===== config.mk =====
export PLATFORM = sky130hd
export DESIGN_NAME = hleh_error_handler
export DESIGN_NICKNAME = d
export VERILOG_FILES = /design/src/common/hleh_pkg.sv /design/src/verilog/hleh_error_handler.sv
export SDC_FILE = /design/constraint.sdc
export NUM_CORES = 1
export LEC_CHECK = 0
export BUFFER_PORTS_ARGS = -buffer_cell sky130_fd_sc_hd__buf_4
export CORE_MARGIN = 2
export CORE_UTILIZATION = 45
export CTS_BUF_LIST = sky130_fd_sc_hd__clkbuf_16
export DETAILED_ROUTE_END_ITERATION = 10
export PLACE_DENSITY = 0.71
export RECOVER_POWER = 50
export SETUP_SLACK_MARGIN = 0.4
export SYNTH_ARGS = -nofsm -noshare
export SYNTH_HDL_FRONTEND = slang
export SYNTH_SLANG_ARGS = --single-unit

===== constraint.sdc =====
create_clock -name clk -period 2.4 [get_ports clk]
set_input_delay 0.24 -clock clk [delete_from_list [all_inputs] [get_ports clk]]
set_output_delay 0.24 -clock clk [all_outputs]
set_load 0.1 [all_outputs]

===== src/common/hleh_pkg.sv =====
// Constants, types and helpers shared by the link error handler
package hleh_pkg;

   // Clock and timeout figures
   localparam int unsigned CLK_HZ = 20_000_000;
   localparam int unsigned TIMEOUT_S = 5;
   localparam int unsigned TIMEOUT_CYC = TIMEOUT_S * CLK_HZ;

   // Frame layout
   localparam logic [7:0] START_CHAR = 8'h40;
   localparam logic [7:0] END_CHAR = 8'h0d;
   localparam logic [7:0] UNIT_EXPECTED = 8'h00;
   localparam logic [7:0] ACK_CODE = 8'h00;
   localparam int unsigned POS_UNIT = 1;
   localparam int unsigned POS_CODE = 2;
   localparam int unsigned MIN_LEN = 4;

   // Receive buffer
   localparam int unsigned BUF_DEPTH = 32;
   localparam int unsigned HOLD_MARGIN = 4;

   // Reset values
   localparam logic [7:0] FCS_RESET = 8'h00;

   typedef struct packed {
      logic parity;
      logic framing;
      logic overrun;
      logic buf_ovf;
      logic timeout;
      logic nack;
      logic fcs;
      logic unit;
   } hleh_err_s;

   // Classes shown even under automatic recovery
   localparam hleh_err_s AUTO_SHOWN = '{parity: 1'b1, framing: 1'b1, overrun: 1'b1, buf_ovf: 1'b0,
                                       timeout: 1'b1, nack: 1'b0, fcs: 1'b0, unit: 1'b0};
   localparam hleh_err_s ALL_SHOWN = '{default: 1'b1};

   typedef enum logic {
      HLEH_DIR_RECV = 1'b0,
      HLEH_DIR_SEND = 1'b1
   } hleh_dir_e;

   typedef struct packed {
      logic [1:0] parity;
      logic data_bits;
      logic stop_bits;
      logic flow;
      logic [2:0] baud;
   } hleh_line_cfg_s;

   localparam hleh_line_cfg_s LINE_CFG_RESET = '0;

   typedef struct packed {
      logic valid;
      logic [7:0] data;
      logic parity_err;
      logic framing_err;
      logic overrun_err;
   } hleh_rx_char_s;

   typedef enum logic [3:0] {
      F_IDLE = 4'b0001,
      F_SEND = 4'b0010,
      F_RECV = 4'b0100,
      F_DROP = 4'b1000
   } hleh_frame_e;

   typedef enum logic [1:0] {
      I_RUN = 2'b01,
      I_SHOW = 2'b10
   } hleh_ind_e;

   function automatic logic hleh_any(input hleh_err_s e);
      hleh_any = |e;
   endfunction

   function automatic hleh_err_s hleh_gate(input hleh_err_s e, input hleh_err_s m);
      hleh_gate = hleh_err_s'(e & m);
   endfunction

endpackage


===== src/verilog/hleh_error_handler.sv =====
// Link error handler: frame checks, timeout, error indication
`timescale 1ns/10ps
`default_nettype none

module hleh_error_handler #(
   parameter int unsigned DEPTH = hleh_pkg::BUF_DEPTH,
   parameter int unsigned TIMEOUT_CYCLES = hleh_pkg::TIMEOUT_CYC
) (
   input wire logic clk,
   input wire logic reset,
   input wire logic auto_reset,
   input wire logic key_press,
   input wire hleh_pkg::hleh_line_cfg_s line_cfg_in,
   output hleh_pkg::hleh_line_cfg_s line_cfg,
   input wire hleh_pkg::hleh_rx_char_s rx,
   input wire logic tx_start,
   output logic rx_hold,
   output logic cmd_valid,
   output logic [$clog2(DEPTH+1)-1:0] cmd_len,
   input wire logic [$clog2(DEPTH)-1:0] rd_idx,
   output logic [7:0] rd_data,
   output logic err_event,
   output hleh_pkg::hleh_err_s err_last,
   output hleh_pkg::hleh_dir_e err_last_dir,
   output logic err_show,
   output hleh_pkg::hleh_err_s err_flags,
   output hleh_pkg::hleh_dir_e err_dir
);
   import hleh_pkg::*;

   localparam int CW = $clog2(DEPTH + 1);
   localparam int AW = $clog2(DEPTH);
   localparam int TW = $clog2(TIMEOUT_CYCLES + 1);
   localparam logic [CW-1:0] DEPTH_C = CW'(DEPTH);
   localparam logic [CW-1:0] HOLD_C = CW'(DEPTH - HOLD_MARGIN);
   localparam logic [TW-1:0] TLIM_C = TW'(TIMEOUT_CYCLES);

   if (DEPTH < MIN_LEN + HOLD_MARGIN || TIMEOUT_CYCLES < 1) begin : g_chk
      $error("DEPTH or TIMEOUT_CYCLES too small");
   end

   // Frame state
   hleh_frame_e fst_q, fst_d;
   logic [CW-1:0] cnt_q, cnt_d;
   logic [7:0] fcs_q, fcs_d;
   logic [TW-1:0] tmr_q, tmr_d;
   logic [7:0] unit_q, unit_d;
   logic [7:0] code_q, code_d;
   logic [7:0] buf_q [DEPTH];
   logic wr_en;
   logic char_bad;
   logic start_rx;
   logic done_ok;
   hleh_err_s new_err;
   hleh_dir_e new_dir;

   always_comb begin
      fst_d = fst_q;
      cnt_d = cnt_q;
      fcs_d = fcs_q;
      tmr_d = tmr_q;
      unit_d = unit_q;
      code_d = code_q;
      wr_en = 1'b0;
      done_ok = 1'b0;
      new_err = '0;
      new_dir = (fst_q == F_SEND) ? HLEH_DIR_SEND : HLEH_DIR_RECV;
      char_bad = rx.valid & (rx.parity_err | rx.framing_err | rx.overrun_err);
      new_err.parity = rx.valid & rx.parity_err;
      new_err.framing = rx.valid & rx.framing_err;
      new_err.overrun = rx.valid & rx.overrun_err;
      start_rx = rx.valid & ~char_bad & (rx.data == START_CHAR) & (fst_q == F_IDLE || fst_q == F_SEND);
      if (fst_q == F_SEND || fst_q == F_RECV) begin
         tmr_d = tmr_q + TW'(1);
      end
      unique case (fst_q)
         F_IDLE: begin
            if (tx_start && !start_rx) begin
               fst_d = F_SEND;
            end
         end
         F_SEND: begin
            if (tmr_q >= TLIM_C) begin
               new_err.timeout = 1'b1;
               fst_d = F_IDLE;
            end else if (char_bad) begin
               fst_d = F_DROP;
            end
         end
         F_RECV: begin
            if (tmr_q >= TLIM_C) begin
               new_err.timeout = 1'b1;
               fst_d = F_IDLE;
            end else if (char_bad) begin
               fst_d = F_DROP;
            end else if (rx.valid && rx.data == END_CHAR) begin
               fst_d = F_IDLE;
               new_err.fcs = (fcs_q != FCS_RESET) || (cnt_q < CW'(MIN_LEN));
               if (cnt_q >= CW'(MIN_LEN)) begin
                  new_err.unit = (unit_q != UNIT_EXPECTED);
                  new_err.nack = (code_q != ACK_CODE);
               end
               done_ok = ~new_err.fcs & ~new_err.unit & ~new_err.nack;
            end else if (rx.valid && cnt_q == DEPTH_C) begin
               new_err.buf_ovf = 1'b1;
               fst_d = F_DROP;
            end else if (rx.valid) begin
               wr_en = 1'b1;
               cnt_d = cnt_q + CW'(1);
               fcs_d = fcs_q ^ rx.data;
               if (cnt_q == CW'(POS_UNIT)) begin
                  unit_d = rx.data;
               end
               if (cnt_q == CW'(POS_CODE)) begin
                  code_d = rx.data;
               end
            end
         end
         F_DROP: begin
            if (rx.valid && !char_bad && rx.data == END_CHAR) begin
               fst_d = F_IDLE;
            end
         end
      endcase
      if (start_rx) begin
         fst_d = F_RECV;
         wr_en = 1'b1;
         cnt_d = CW'(1);
         fcs_d = rx.data;
         tmr_d = '0;
      end
      if (fst_d == F_IDLE || fst_d == F_DROP || (fst_q == F_IDLE && fst_d == F_SEND)) begin
         tmr_d = '0;
      end
   end

   always_ff @(posedge clk) begin
      if (reset) begin
         fst_q <= F_IDLE;
         cnt_q <= '0;
         fcs_q <= FCS_RESET;
         tmr_q <= '0;
         unit_q <= '0;
         code_q <= '0;
      end else begin
         fst_q <= fst_d;
         cnt_q <= cnt_d;
         fcs_q <= fcs_d;
         tmr_q <= tmr_d;
         unit_q <= unit_d;
         code_q <= code_d;
      end
   end

   // Receive buffer storage
   always_ff @(posedge clk) begin
      if (wr_en) begin
         buf_q[start_rx ? AW'(0) : cnt_q[AW-1:0]] <= rx.data;
      end
      rd_data <= buf_q[rd_idx];
   end

   // Command and event outputs
   logic cmd_valid_d;
   logic [CW-1:0] cmd_len_d;
   logic rx_hold_d;
   hleh_line_cfg_s line_cfg_d;
   logic err_event_d;
   hleh_err_s err_last_d;
   hleh_dir_e err_last_dir_d;

   always_comb begin
      cmd_valid_d = done_ok;
      cmd_len_d = done_ok ? cnt_q : cmd_len;
      rx_hold_d = line_cfg.flow & (cnt_d >= HOLD_C) & (fst_d == F_RECV);
      line_cfg_d = (fst_q == F_IDLE) ? line_cfg_in : line_cfg;
      err_event_d = hleh_any(new_err);
      err_last_d = err_event_d ? new_err : err_last;
      err_last_dir_d = err_event_d ? new_dir : err_last_dir;
   end

   always_ff @(posedge clk) begin
      if (reset) begin
         cmd_valid <= 1'b0;
         cmd_len <= '0;
         rx_hold <= 1'b0;
         line_cfg <= LINE_CFG_RESET;
         err_event <= 1'b0;
         err_last <= '0;
         err_last_dir <= HLEH_DIR_RECV;
      end else begin
         cmd_valid <= cmd_valid_d;
         cmd_len <= cmd_len_d;
         rx_hold <= rx_hold_d;
         line_cfg <= line_cfg_d;
         err_event <= err_event_d;
         err_last <= err_last_d;
         err_last_dir <= err_last_dir_d;
      end
   end

   // Error indication
   hleh_ind_e ind_q, ind_d;
   hleh_err_s shown;
   hleh_err_s flags_d;
   hleh_dir_e dir_d;

   always_comb begin
      shown = hleh_gate(new_err, auto_reset ? AUTO_SHOWN : ALL_SHOWN);
      ind_d = ind_q;
      flags_d = err_flags;
      dir_d = err_dir;
      unique case (ind_q)
         I_RUN: begin
            if (hleh_any(shown)) begin
               ind_d = I_SHOW;
            end
         end
         I_SHOW: begin
            if (key_press) begin
               ind_d = hleh_any(shown) ? I_SHOW : I_RUN;
               flags_d = '0;
            end
         end
      endcase
      if (hleh_any(shown) && (ind_q == I_RUN || key_press)) begin
         dir_d = new_dir;
      end
      flags_d = hleh_err_s'(flags_d | shown);
   end

   always_ff @(posedge clk) begin
      if (reset) begin
         ind_q <= I_RUN;
         err_flags <= '0;
         err_dir <= HLEH_DIR_RECV;
      end else begin
         ind_q <= ind_d;
         err_flags <= flags_d;
         err_dir <= dir_d;
      end
   end

   assign err_show = (ind_q == I_SHOW);
endmodule

`default_nettype wire


==> run_results.csv <==
group,metric,value,unit
synthesis,synth-seq-cells,362,
layout,multi_input_area,5580,um2
clock_network,htree_levels,2,
synthesis,synth_edf_count,256,
layout,syn_to_final_growth,31.9,%
layout,fillers,2281,
routing,antenna_left,0,
sta,fmax,0.413,GHz
global_route,grt_use_total,21.2,%
routing,avgViaCountPerCell,5.69,
synthesis,synth_most_common_cell,"edfxtp_1",
place,routabilityCongestion,0.864,
sta,finalSetupViolations,22,
sta,slew_headroom,-29.2,%
outcome,status,"finished, violations left",
sta,finalWorstSetupSlack,-0.0230,ns
power_and_ir_drop,leakagePower,6.36,nW
clock_network,cts.clk_slew.worst_paths,0.06,ns
layout,seq_area,9820,um2
routing,dr_wl_met3,2300,um
power_and_ir_drop,powerDensity,699,nW/um2
routing,top_layer_used,"met4",
global_route,grt_pass1_vias,9500,
global_route,grt_overflow,0,
synthesis,syn_avg_cell_area,15.0,um2
synthesis,synth_area_leaders,"edfxtp_1, dfxtp_1, mux4_2, nand2_1, nor2_1",
sta,skew,0.0123,ns
synthesis,syn_inst,971,
power_and_ir_drop,ir_drop,0.000641,V
sta,final.min_clock_period,2.42,ns
global_route,antenna_found_initial,0,
worst_setup_path,end_kind,"register",
worst_setup_path,start_kind,"register",
routing,drtIter0Drc,836,
worst_setup_path,cp.required,2.81,ns
floorplanning,coreArea,31700,um2
floorplanning,die_x,184,um
synthesis,yosys_warnings,0,
floorplanning,top_level_ports,74,
global_route,grt_start_max_net_pins,64,
synthesis,synth_top_cell_by_area,"edfxtp_1",
routing,vias,9224,
routing,wire_per_inst,22.5,um
place,placed_area,16500,um2
routing,dr.pass1.iters,5,
synthesis,netlist_top_cells_count,"edfxtp_1, nand2_1, dfxtp_1",
global_route,grt_pass1_wl,54400,um
sta,hold_viol,0,
clock_network,clk_path_buf_depth,3,
clock_network,clock_sinks,362,
place,numPortBuffers,73,
synthesis,synth_ff_type,"edfxtp_1",
synthesis,netlist.area_leader.share,52.8,%
synthesis,async_flop_share,0,%
layout,fin_nets,1227,
place,hpwlAfterDp,21700,um
worst_setup_path,worst-path-max-fanout,14,
floorplanning,die_area,33800,um2
clock_network,cts_buffers,37,
worst_setup_path,path_class,"register to register",
clock_network,cts_tree,"built",
min_path,hold-path-cell-count,3,
sta,fin_crit_sh,101,%
routing,wl_met1,14800,um
floorplanning,die_h,184,um
floorplanning,initial_core_util,45.9,%
routing,drt_wl_total,36500,um
layout,final_core_util,60.5,%
synthesis,synth_nets,1007,
worst_setup_path,ff2ff_path_depth,10,
floorplanning,core.rowCount,65,
sta,rsz0062_at_grt,"true",
sta,worstMarginPinSlew,1.94,ns
clock_network,root_buffer,"clkbuf_16",
worst_setup_path,worstPathArrival,2.83,ns
synthesis,seq_area_frac_synth,67.4,%
layout,layout-drive-gt1-share,40.4,%
sta,drv_slew,249,
outcome,failed_checks,"max-capacitance violations, max-slew violations, negative setup slack",
synthesis,ys_types,62,
layout,diodes,0,
layout,design_area,19200,um2
clock_network,clock_latency,0.52,ns
job,drv_cap,7,
routing,drc,0,
min_path,hp-class,"input port to register",
routing,wl_met2,18500,um
synthesis,syn_area,14600,um2
sequential cells by signal, summed over array words and instances, names as in the netlist:
signal / count
err_dir: 1
cmd_len: 6
cmd_valid: 1
cnt_q: 6
err_flags: 8
ind_q: 2
err_event: 1
code_q: 8
tmr_q: 27
unit_q: 8
rd_data: 8
err_last_dir: 1
rx_hold: 1
fcs_q: 8
buf_q: 256
line_cfg: 8
err_last: 8
fst_q: 4
cell families after synthesis:
| logic type | count (synthesis) | synth area share, % |
|---|---|---|
| DFF | 362 | 67.4 |
| and+or+nand+nor | 327 | 11.0 |
| muxes | 97 | 13.6 |
| AOI/OAI and AO/OA | 85 | 3.61 |
| buffers and inverters | 60 | 1.82 |
| xor gates and xnor gates | 34 | 2.05 |
| adders and majority gates | 6 | 0.516 |
worst max-delay path, stage by stage (launching register included):
cell and delay (ns):
dfxtp_1 0.31, buf_4 0.20, nor4b_1 0.47, o2111ai_2 0.26, nand3_1 0.22, and3_1 0.21, a41oi_2 0.15, o21ai_4 0.11
buf_6 0.16, buf_12 0.15, nor2_1 0.05
power breakdown:
group	leakage [nW]	total [mW]	internal, mW	switching (mW)
logic	2.60	1.06	0.343	0.716
registers	3.17	6.75	6.72	0.0225
clock network	0.592	5.61	3.26	2.34
layout make-up:
type | instances | area share (%)
flip-flops and latches | 362 | 51.2
inverters | 11 | 0.228
repair buffers | 230 | 10.8
multi-input cells | 549 | 29.0
well taps | 402 | 2.62
clock buffers | 39 | 5.08
clock inverters | 27 | 1.06
cell usage in the layout (no fill, tap or decap), drive strengths merged, types with 17 or more instances in the layout:
master	count
edfxtp	256
buf	161
nand2	108
dfxtp	106
nor2	102
clkbuf	100
mux4	80
a21oi	49
nand3	29
inv	18
xnor2	17
xor2	17
per-stage QoR:
step	std cells	power [mW]	hold WS, ns	setup WS, ns	setup TNS [ns]
2_1_floorplan	971	7.52	0.339	0.169	0
3_3_place_gp	1495	7.83	0.439	-0.319	-40.73
3_5_place_dp	1495	7.85	0.447	-0.368	-37.28
4_1_cts	1607	13.4	0.0183	0.0966	0
5_1_grt	1620	13.8	0.0505	-0.172	-3.68
6_report	1620	13.4	0.0525	-0.0230	-0.172
repair_timing:
action                                  CTS  global route
hold buffers                              8             0
buffers inserted                         36            12
cloned                                    2             1
gates resized for setup                 137           133
pin swaps                                62            63
endpoints found under the setup margin  331           333
endpoints found under the hold margin     8             0
final timing paths:
check             slack (ns)           to         from
setup / recovery       -0.02     tmr_q[1]     cnt_q[2]
hold / removal          0.05     ind_q[1]    key_press
setup reg to reg       -0.02     tmr_q[1]     cnt_q[2]
hold reg to reg         0.46  line_cfg[0]  line_cfg[0]
per-layer routing:
metal  global-route usage (%)  vias up
met4                     6.18        0
met3                     4.68       68
li1                         -     4136
met5                        0        -
met2                     35.7      318
met1                     27.7     4702
Note: power is estimated with default switching activity, not from simulation.
